--- src/shared/udl_map.svh ---
// Purpose: offsets, field positions, reset values and the clock period
// Assumes: byte-wide register port, 20 MHz system clock
// Notes:   definitions only
`ifndef UDL_MAP_SVH
`define UDL_MAP_SVH

// ============================================================
// register offsets
`define UDL_DLDC_ADDR       8'h36
`define UDL_FREQ_CFG_ADDR   8'h01

// ============================================================
// field positions
`define UDL_DPLUS_MSB       7
`define UDL_DPLUS_LSB       5
`define UDL_DMINUS_MSB      4
`define UDL_DMINUS_LSB      2
`define UDL_HVSE_BIT        1
`define UDL_FSW_MSB         2
`define UDL_FSW_LSB         0

// ============================================================
// reset values and level codes
`define UDL_DLDC_RESET      8'h00
`define UDL_FSW_RESET       3'h2
`define UDL_CODE_HIZ        3'h0
`define UDL_CODE_RSVD       3'h7

// ============================================================
// timing: 50 ns clock
`define UDL_CLK_PERIOD_NS   50

`endif

--- src/shared/udl_pkg.sv ---
// Purpose: types shared by the data-line driver control block
// Assumes: udl_map.svh holds all numeric constants
// Notes:   level code enumeration follows the pin driver encoding
package udl_pkg;

  // ============================================================
  // level codes
  typedef enum logic [2:0] {
    UDL_LVL_HIZ  = 3'h0,
    UDL_LVL_0V0  = 3'h1,
    UDL_LVL_0V6  = 3'h2,
    UDL_LVL_1V2  = 3'h3,
    UDL_LVL_2V0  = 3'h4,
    UDL_LVL_2V7  = 3'h5,
    UDL_LVL_3V3  = 3'h6,
    UDL_LVL_RSVD = 3'h7
  } udl_level_t;

  // ============================================================
  // write-side state
  typedef enum logic [1:0] {
    UDL_ST_LOCKED = 2'b00,
    UDL_ST_OPEN   = 2'b01
  } udl_state_t;

endpackage

--- src/udl_dline_ctrl.sv ---
// Purpose: data-line driver control register and frequency setting
// Assumes: byte register port on the system clock, insert and
//          detection-done inputs come from pins or analog blocks
// Notes:   plug-in clears the level fields; level writes are dropped until detection is done
`include "udl_map.svh"

// How it works
// - d-plus driver follows code in bits 7..5, 000 high impedance.
// - d-minus driver follows code in bits 4..2, same encoding.
// - source plug-in returns both level fields to high impedance.
// - bit 1 enables the high-voltage signalling, default off.
// - switching frequency select defaults to 500 kHz, 3-bit field.
module udl_dline_ctrl
  import udl_pkg::*;
(
  // clock and reset
  input  wire logic       clock,
  input  wire logic       sys_rst,
  // register port
  input  wire logic       reg_wr,
  input  wire logic       reg_rd,
  input  wire logic [7:0] reg_addr,
  input  wire logic [7:0] reg_wdata,
  output logic [7:0]      reg_rdata,
  // system events
  input  wire logic       soft_reg_reset,
  input  wire logic       watchdog_expired,
  input  wire logic       source_present,
  input  wire logic       detection_done,
  // pin drivers
  output logic            dplus_drive_enable,
  output logic [2:0]      dplus_drive_select,
  output logic            dminus_drive_enable,
  output logic [2:0]      dminus_drive_select,
  output logic            high_voltage_signalling_enable,
  output logic [2:0]      switching_frequency_select
);
  import udl_pkg::*;

  typedef struct packed {
    logic [2:0] dplus_level_code;
    logic [2:0] dminus_level_code;
    logic       hvse;
    logic [2:0] fsw;
    logic [7:0] rdata;
    logic [1:0] present_sync;
    logic [1:0] done_sync;
    logic       present_seen;
    udl_state_t state;
  } udl_st_t;

  udl_st_t st_reg;
  udl_st_t st_next;

  logic plug_in;
  logic wr_dldc;
  logic wr_freq;
  logic rd_dldc;
  logic rd_freq;
  logic levels_open;

  // ============================================================
  // helpers
  // offset match, shared by the write and the read strobes
  function automatic logic udl_is_dldc(input logic [7:0] addr);
    udl_is_dldc = (addr == `UDL_DLDC_ADDR);
  endfunction

  function automatic logic udl_is_freq(input logic [7:0] addr);
    udl_is_freq = (addr == `UDL_FREQ_CFG_ADDR);
  endfunction

  // three-bit field of a written byte, placed by its lsb
  function automatic logic [2:0] udl_field3(input logic [7:0] d,
                                            input int unsigned lsb);
    udl_field3 = 3'(d >> lsb);
  endfunction

  // both level fields back to high impedance, the rest untouched
  function automatic udl_st_t udl_clear_levels(input udl_st_t s);
    udl_st_t r;
    r                   = s;
    r.dplus_level_code  = `UDL_CODE_HIZ;
    r.dminus_level_code = `UDL_CODE_HIZ;
    udl_clear_levels    = r;
  endfunction

  // read image of the driver control byte, bit 0 stays zero
  function automatic logic [7:0] udl_pack(input udl_st_t s);
    logic [7:0] r;
    r                                  = `UDL_DLDC_RESET;
    r[`UDL_DPLUS_MSB:`UDL_DPLUS_LSB]   = s.dplus_level_code;
    r[`UDL_DMINUS_MSB:`UDL_DMINUS_LSB] = s.dminus_level_code;
    r[`UDL_HVSE_BIT]                   = s.hvse;
    udl_pack                           = r;
  endfunction

  // read image of the frequency byte, unused bits read zero
  function automatic logic [7:0] udl_pack_freq(input udl_st_t s);
    logic [7:0] r;
    r                            = 8'h00;
    r[`UDL_FSW_MSB:`UDL_FSW_LSB] = s.fsw;
    udl_pack_freq                = r;
  endfunction

  // ============================================================
  // strobes
  // plug-in is the rising edge of the synchronised presence
  assign plug_in     = st_reg.present_sync[1] & ~st_reg.present_seen;
  assign wr_dldc     = reg_wr && udl_is_dldc(reg_addr);
  assign wr_freq     = reg_wr && udl_is_freq(reg_addr);
  assign rd_dldc     = reg_rd && udl_is_dldc(reg_addr);
  assign rd_freq     = reg_rd && udl_is_freq(reg_addr);
  assign levels_open = (st_reg.state == UDL_ST_OPEN);

  // ============================================================
  // next state
  always_comb begin
    st_next = st_reg;
    st_next.present_sync = {st_reg.present_sync[0], source_present};
    st_next.done_sync    = {st_reg.done_sync[0], detection_done};
    st_next.present_seen = st_reg.present_sync[1];

    // level writes only land once detection has finished
    case (st_reg.state)
      UDL_ST_LOCKED: begin
        if (st_reg.done_sync[1] && !plug_in) begin
          st_next.state = UDL_ST_OPEN;
        end
      end
      UDL_ST_OPEN: begin
        if (plug_in || !st_reg.present_sync[1]) begin
          st_next.state = UDL_ST_LOCKED;
        end
      end
      default: st_next.state = UDL_ST_LOCKED;
    endcase

    // ============================================================
    // register writes
    // the enable stays writable while the level fields are locked
    if (wr_dldc) begin
      if (levels_open) begin
        st_next.dplus_level_code  =
          udl_field3(reg_wdata, `UDL_DPLUS_LSB);
        st_next.dminus_level_code =
          udl_field3(reg_wdata, `UDL_DMINUS_LSB);
      end
      st_next.hvse = reg_wdata[`UDL_HVSE_BIT];
    end
    if (wr_freq) begin
      st_next.fsw = udl_field3(reg_wdata, `UDL_FSW_LSB);
    end

    // ============================================================
    // clears
    // plug-in beats a same-cycle write
    if (plug_in) begin
      st_next = udl_clear_levels(st_next);
    end
    if (soft_reg_reset || watchdog_expired) begin
      st_next      = udl_clear_levels(st_next);
      st_next.hvse = 1'b0;
    end
    if (soft_reg_reset) begin
      // watchdog leaves the frequency alone
      st_next.fsw = `UDL_FSW_RESET;
    end

    // ============================================================
    // read data
    // registered one cycle after the strobe, held until the next read
    if (rd_dldc) begin
      st_next.rdata = udl_pack(st_reg);
    end else if (rd_freq) begin
      st_next.rdata = udl_pack_freq(st_reg);
    end else if (reg_rd) begin
      // unmapped offsets read as zero
      st_next.rdata = 8'h00;
    end
  end

  always_ff @(posedge clock) begin
    if (sys_rst) begin
      st_reg       <= '0;
      st_reg.fsw   <= `UDL_FSW_RESET;
      st_reg.state <= UDL_ST_LOCKED;
    end else begin
      st_reg <= st_next;
    end
  end

  // ============================================================
  // elaboration checks
  // the logic packs three-bit level and frequency fields into a byte
  if ((`UDL_DPLUS_MSB - `UDL_DPLUS_LSB) != 2 ||
      (`UDL_DMINUS_MSB - `UDL_DMINUS_LSB) != 2 ||
      (`UDL_FSW_MSB - `UDL_FSW_LSB) != 2) begin : g_bad_width
    $error("level and frequency fields must be three bits wide");
  end
  // fields may not overlap, bit 0 stays reserved
  if (`UDL_DPLUS_MSB > 7 ||
      `UDL_DPLUS_LSB <= `UDL_DMINUS_MSB ||
      `UDL_DMINUS_LSB <= `UDL_HVSE_BIT ||
      `UDL_HVSE_BIT < 1 || `UDL_FSW_MSB > 7) begin : g_bad_layout
    $error("driver control fields overlap or leave the byte");
  end

  // ============================================================
  // pin drivers
  udl_level_decoder u_dplus (
    .clock        (clock),
    .sys_rst      (sys_rst),
    .level_code   (st_reg.dplus_level_code),
    .drive_enable (dplus_drive_enable),
    .drive_select (dplus_drive_select)
  );

  udl_level_decoder u_dminus (
    .clock        (clock),
    .sys_rst      (sys_rst),
    .level_code   (st_reg.dminus_level_code),
    .drive_enable (dminus_drive_enable),
    .drive_select (dminus_drive_select)
  );

  assign reg_rdata                      = st_reg.rdata;
  assign high_voltage_signalling_enable = st_reg.hvse;
  assign switching_frequency_select     = st_reg.fsw;

endmodule

--- src/udl_level_decoder.sv ---
// Purpose: turn one 3-bit level code into pin driver controls
// Assumes: code comes from a register on the same clock
// Notes:   reserved code is held as high impedance for safety
module udl_level_decoder
  import udl_pkg::*;
(
  // clock and reset
  input  wire logic       clock,
  input  wire logic       sys_rst,
  // code in
  input  wire logic [2:0] level_code,
  // driver out
  output logic            drive_enable,
  output logic [2:0]      drive_select
);

  typedef struct packed {
    logic       en;
    logic [2:0] sel;
  } udl_dec_t;

  udl_dec_t st_reg;
  udl_dec_t st_next;

  // ============================================================
  // decode
  always_comb begin
    st_next = st_reg;
    case (udl_level_t'(level_code))
      UDL_LVL_HIZ, UDL_LVL_RSVD: begin
        // reserved code defines no level, so keep the pin released
        st_next.en  = 1'b0;
        st_next.sel = 3'h0;
      end
      default: begin
        st_next.en  = 1'b1;
        st_next.sel = level_code - 3'h1;
      end
    endcase
  end

  always_ff @(posedge clock) begin
    if (sys_rst) begin
      st_reg <= '0;
    end else begin
      st_reg <= st_next;
    end
  end

  assign drive_enable = st_reg.en;
  assign drive_select = st_reg.sel;

endmodule

--- config.mk ---
export PLATFORM = sky130hd
export DESIGN_NAME = udl_dline_ctrl
export DESIGN_NICKNAME = d
export VERILOG_FILES = /design/src/shared/udl_pkg.sv /design/src/udl_dline_ctrl.sv /design/src/udl_level_decoder.sv
export VERILOG_INCLUDE_DIRS = /design/src /design/src/shared
export SDC_FILE = /design/constraint.sdc
export NUM_CORES = 1
export LEC_CHECK = 0
export ABC_AREA = 0
export BUFFER_PORTS_ARGS = -buffer_cell sky130_fd_sc_hd__buf_2
export CORE_ASPECT_RATIO = 0.75
export CORE_MARGIN = 10
export CORE_UTILIZATION = 27
export CTS_BUF_LIST = sky130_fd_sc_hd__clkbuf_2
export CTS_CLUSTER_DIAMETER = 120
export DETAILED_ROUTE_END_ITERATION = 8
export GPL_TIMING_DRIVEN = 0
export PLACE_DENSITY = 0.59
export SYNTH_ARGS = -nofsm -noshare
export SYNTH_HDL_FRONTEND = slang
export SYNTH_SLANG_ARGS = --single-unit
--- constraint.sdc ---
create_clock -name clock -period 2.7 [get_ports clock]
set_input_delay 0.27 -clock clock [delete_from_list [all_inputs] [get_ports clock]]
set_output_delay 0.27 -clock clock [all_outputs]
set_load 0.05 [all_outputs]
==> results of run 1 <==
## worst paths after layout
| check | cells past startpoint | end | from |
|---|---|---|---|
| hold reg to reg | 1 | st_reg[6]$_SDFF_PP0_ | st_reg[5]$_SDFF_PP0_ |
| setup reg to reg | 4 | st_reg[20]$_SDFFE_PP0P_ | st_reg[0]$_SDFFE_PP0P_ |
| setup / recovery | 5 | reg_rdata[7]$_SDFFE_PP0P_ | reg_rd |
| hold / removal | 2 | st_reg[6]$_SDFF_PP0_ | sys_rst |
## final cells by class
class,count,area [um2]
clock inverter,3,13.8
multi-input combinational,87,576
timing repair buffer,42,210
buffer,14,103
clock buffer,5,25.0
fill,539,3200
sequential,32,641
inverter,9,33.8
tap,60,75.1
## power by group
part           switching (mW)  leakage (nW)  total, mW  internal (mW)
clock                   0.165        0.0302      0.223         0.0582
combinational          0.0221         0.485     0.0426         0.0205
sequential            0.00129         0.259      0.478          0.477
total                   0.188         0.774      0.744          0.555
## cells by family after synthesis
logic type / count (synthesis) / synth area share
fa+ha+maj: 6 / 0.0555
xor+xnor: 2 / 0.0130
buf+inv: 23 / 0.101
flops: 32 / 0.474
mux: 8 / 0.0592
simple gates: 54 / 0.216
compound gates: 17 / 0.0823
## cells in the final DEF (no fill, tap or decap)
cell type | synthesis | routed
nor3_1 | 4 | 4
a22o_1 | 4 | 4
or2b_2 | 1 | 1
o21ai_0 | 2 | 2
or2_2 | 1 | 1
nand2_1 | 5 | 5
a21oi_1 | 6 | 6
a211o_1 | 2 | 2
nand3_1 | 2 | 2
clkbuf_2 | 0 | 5
or4_1 | 1 | 1
buf_6 | 1 | 1
nand2b_1 | 1 | 1
ha_1 | 6 | 6
nand3b_1 | 1 | 1
o22ai_1 | 1 | 1
a211oi_1 | 1 | 1
or4b_4 | 1 | 1
dfxtp_1 | 32 | 32
buf_4 | 11 | 11
buf_2 | 1 | 43
nor4_4 | 1 | 1
clkinv_2 | 0 | 2
nor2b_1 | 12 | 12
nor2_1 | 23 | 23
inv_1 | 9 | 9
or4b_2 | 1 | 1
clkbuf_1 | 1 | 1
o21ai_1 | 1 | 1
clkinv_1 | 0 | 1
mux2i_1 | 8 | 8
xnor2_1 | 2 | 2
## routing by layer
| metal | up-vias | part of all wire |
|---|---|---|
| met5 | - | 0 |
| met4 | 0 | 0.0029 |
| met3 | 2 | 0.11 |
| met2 | 28 | 0.42 |
| met1 | 454 | 0.46 |
| li1 | 560 | - |
## worst max-delay path, stage by stage
cell	delay [ns]
buf_2	0.18
or4b_2	0.66
nor3_1	0.55
a21oi_1	0.15
nor2_1	0.10
## per-stage QoR
stage / instance area (um2) / power (mW) / util
3_5_place_dp: 1640 / 0.531 / 0.336
4_1_cts: 1680 / 0.758 / 0.344
6_report: 1680 / 0.744 / 0.344
5_1_grt: 1680 / 0.784 / 0.344
3_3_place_gp: 1640 / 0.530 / 0.336
2_1_floorplan: 1350 / 0.507 / -
==> flow_metrics.tcl, run 1 <==
set metrics [dict create \
    synth_commonest_cells "32 x dfxtp_1, 23 x nor2_1, 12 x nor2b_1" \
    reg2reg_setup_slack_ns 1.25 \
    finalCritPeriodShare 0.602 \
    slew_viol_final 0 \
    die_h_um 81.3 \
    synth.cell_area_um2 1350 \
    final_nets 221 \
    cts_sinks 32 \
    cts_made_buffers 5 \
    ys_warn_count 0 \
    netlist-cell-type-count 29 \
    worstPathArrival_ns 1.92 \
    yosysMostFrequentCell "dfxtp_1" \
    clock_latency_ns 0.35 \
    leakagePower_nw 0.774 \
    cts_tree "yes" \
    ys_top_cells_by_area "dfxtp_1 47%, nor2_1 6.4%, buf_4 6.1%, mux2i_1 5.9%, ha_1 5.6%" \
    setup_slack_ns 1.07 \
    crit_path_start_kind "input port" \
    rsz0062_at_grt "no" \
    finalNonFillerCells 252 \
    wl_per_cell_um 12.2 \
    holdCritPathClass "input port to register" \
    cts-hold-fix-buffers 0 \
    criticalPathCategory "input port to register" \
    drive_gt1_frac 0.349 \
    grt_pass1_wl_um 4860 \
    ys_ff_latch 32 \
    drcViolationCount 0 \
    avgSynthCellArea_um2 9.52 \
    grtUsageMet2 0.114 \
    core_um2 4870 \
    setup_viol 0 \
    grt_pass1_vias 1010 \
    diodes 0 \
    htreeDepth 2 \
    finalWorstPathRequiredPeriod_ns 1.63 \
    postRouteAntennaNets 0 \
    drv_cap 0 \
    grt_max_degree 11 \
    drt_first_pass_iters 4 \
    post_cts_buffers 0 \
    synth_edf_count 0 \
    power_density_nw_per_um2 444 \
    hold_violations 0 \
    via_per_inst 4.14 \
    clock_skew_ns 0.0146 \
    grtUsageMet1 0.0894 \
    num_io_pins 44 \
    synth.yosys.seq_area_share 0.474 \
    synthArstFlopShare 0 \
    fin_tns_setup_ns 0 \
    die_area_um2 8270 \
    synthFlopType "dfxtp_1" \
    core.rowCount 22 \
    crit_fanout 8 \
    die_w_um 102 \
    cts_root_buf "clkbuf_2" \
    crit_required_ns 2.99 \
    timing.fmax_mhz 615 \
    clk_path_buf_depth 2 \
    antenna_found_initial 0 \
    yosysTopAreaCellShare 0.474 \
    port_buffers 42 \
    syn_to_final_growth_pct 24.0 \
    relSlewSlack 0.551 \
    cts.repair.resized 0 \
    clk_pin_slew_worst_paths_ns 0.18 \
    groute.layer.met3.usage 0.0450 \
    start_util 0.278 \
    dp_hpwl_um 2420 \
    holdWs_ns 0.102 \
    overflow 0 \
    dr_total_vias 1044 \
    largest_reg_flops 12 \
    syn-num-nets 172 \
    status "completed" \
    top_usage_layer "met2" \
    netlist_instances 142 \
    tightest_slew_ns 0.669 \
    routed_wl_um 3080 \
    place.gp.congestion 0.737 \
    peakVddDrop_uv 158 \
    crit_path_end_kind "register" \
    synth.largest_area_cell "dfxtp_1" \
    pre_cts_slack_ns 0.719 \
    grtUsageTotal 0.0752 \
    dp_cells 244 \
    drt_iter0_drc 20 \
]
No activity file was read; power rests on OpenSTA's default activity.
==> inputs of run 2 (changes only) <==
clock period = 1.5 ns   (was 2.7 ns; I/O delays follow)
==> run 2 against run 1 <==
  * Sequential share of layout area decreased by 2.5 points
  * Count of clock-buffer cells in the layout rose by 1
  * Total power rose by 110%
  * Final cell count rose by 3.6%
  * Final area is 7.1% higher
  * Critical endpoint is now switching_frequency_select[1]$_SDFFE_PP1P_
  * Highest routed layer unchanged
  * Register-to-register slack lost 1.0 ns
  * Clock skew is 0.0033 ns higher
  * Critical path depth increased by 1
  * Via count rose by 3.6%
  * Non-clock buffer count grew 9
==> flow_metrics.tcl, run 2 (synthesis results as in run 1) <==
set metrics [dict create \
    startpoint "reg_addr[7]" \
    worstPathArrival_ns 1.72 \
    final_core_util 0.369 \
    worst_r2r_path_depth 5 \
    postRouteAntennaNets 0 \
    drt_iter0_drc 33 \
    largest_reg_flops 12 \
    status "completed" \
    setup_slack_ns 0.0318 \
    setup_viol 0 \
    overflow 0 \
    drt_first_pass_iters 4 \
    cts_made_buffers 5 \
    holdCritPathClass "input port to register" \
    via_per_inst 4.15 \
    grt_pass1_wl_um 4890 \
    cp_slowest_cell "or4b_4" \
    die_w_um 102 \
    drv_cap 0 \
    die_h_um 81.3 \
    leakagePower_nw 0.826 \
    die_area_um2 8270 \
    critical_path.most_common_cell "buf_2" \
    p_sw_frac 0.221 \
    cts_tree "yes" \
    syn_to_final_growth_pct 32.7 \
    finalCritPeriodShare 0.979 \
    cp-endpoint "switching_frequency_select[1]$_SDFFE_PP1P_" \
    finalWorstPathRequiredPeriod_ns 1.47 \
    routed_wl_um 3050 \
    relSlewSlack 0.675 \
    crit_path_start_kind "input port" \
    core.rowCount 22 \
    crit_required_ns 1.75 \
    start_util 0.278 \
    wl_per_cell_um 11.7 \
    clock_latency_ns 0.36 \
    clk_pin_slew_worst_paths_ns 0.15 \
    holdPathStages 3 \
    crit_fanout 5 \
    cp.buffers_inverters 2 \
    layout_common_cells "43 x buf_2, 32 x dfxtp_1, 23 x nor2_1" \
    cts_sinks 32 \
    worstReg2RegStart "st_reg[22]$_SDFFE_PP0P_" \
    final_common_cell "buf_2" \
    path_delay_family "simple AND/OR/NAND/NOR gates" \
    peakVddDrop_uv 337 \
    power_density_nw_per_um2 855 \
    p_sw_uw 340 \
    cp.depth 6 \
    rsz0062_at_grt "no" \
    drive_gt1_frac 0.348 \
    core_um2 4870 \
    max_stage_delay_ns 0.57 \
    num_io_pins 44 \
    pre_cts_slack_ns -0.356 \
    port_buffers 42 \
    cts_root_buf "clkbuf_2" \
    criticalPathCategory "input port to register" \
    path_cells "buf_2 -> or4b_4 -> or4_1 -> buf_2 -> mux2i_1 -> nand2_1" \
    finalNonFillerCells 261 \
    place.gp.congestion 0.733 \
    p_int_mw 1.20 \
    grt_max_degree 11 \
    drcViolationCount 0 \
    tightest_slew_ns 0.484 \
    htreeDepth 2 \
    min-delay-start "reg_wdata[0]" \
    dr_total_vias 1082 \
    crit_path_end_kind "register" \
    clock_skew_ns 0.0179 \
    final_nets 230 \
    slew_viol_final 0 \
    seqPwrFrac 0.560 \
    clkPwrFrac 0.379 \
    clk_path_buf_depth 2 \
    diodes 0 \
    timing.fmax_mhz 681 \
    reg2reg_setup_slack_ns 0.22 \
    hold_violations 0 \
    antenna_found_initial 0 \
    p_comb_frac 0.061 \
    dp_cells 244 \
    grtUsageTotal 0.0761 \
    grt_pass1_vias 1064 \
    r2r_end "u_dplus.drive_select[1]$_SDFF_PP0_" \
    dp_hpwl_um 2390 \
]
## run 2: worst reg2reg max path: stages (launching register included)
cell and delay [ns]:
dfxtp_1 0.45, inv_1 0.09, ha_1 0.19, nor2b_1 0.12
a211o_1 0.28, nor2_1 0.10
## run 2: what timing repair did
action	4_1_cts	5_1_grt
setup endpoints to repair	0	11
gates resized for setup	0	1
hold buffers	8	0
setup buffers	0	1
hold endpoints to repair	9	0
## run 2: worst min path at each step
stage | endpoint | slack (ns)
2_1_floorplan | switching_frequency_select[1]$_SDFFE_PP1P_ | 0.27
3_3_place_gp | st_reg[3]$_SDFF_PP0_ | 0.36
3_5_place_dp | st_reg[5]$_SDFF_PP0_ | 0.37
4_1_cts | switching_frequency_select[0]$_SDFFE_PP0P_ | 0.003
5_1_grt | switching_frequency_select[1]$_SDFFE_PP1P_ | 0.02
6_report | switching_frequency_select[0]$_SDFFE_PP0P_ | 0.03
## run 2: cell type report
class | instances | area [um2]
Fill cell | 517 | 3080
Sequential cell | 32 | 641
Multi-Input combinational cell | 87 | 581
Timing Repair Buffer | 51 | 298
Buffer | 14 | 103
Tap cell | 60 | 75.1
Clock inverter | 2 | 35.0
Inverter | 9 | 33.8
Clock buffer | 6 | 30.0
## run 2: stage by stage
stage	setup TNS [ns]	area, um2	total power [mW]	hold slack [ns]
after floorplan	-0.326	1350	0.913	0.274
after global placement	-3.90	1640	0.955	0.364
after detailed placement	-3.90	1640	0.957	0.366
after CTS	0	1780	1.56	0.00283
after global routing	0	1800	1.61	0.0180
final	0	1800	1.54	0.0301
## run 2: metal layers
layer / GRT usage / vias up / part of all wire
li1: - / 576 / -
met1: 0.0870 / 475 / 0.46
met2: 0.117 / 26 / 0.44
met3: 0.0373 / 5 / 0.089
met4: 0.0385 / 0 / 0.013
met5: 0 / - / 0
## run 2: power by group through the flow
| stage | clock network, mW | logic [mW] | registers (mW) |
|---|---|---|---|
| after CTS | 0.604 | 0.0957 | 0.860 |
| after global routing | 0.642 | 0.105 | 0.862 |
| after floorplan | 0 | 0.0351 | 0.878 |
| after global placement | 0 | 0.0769 | 0.878 |
| after detailed placement | 0 | 0.0788 | 0.878 |
| final | 0.581 | 0.0940 | 0.860 |
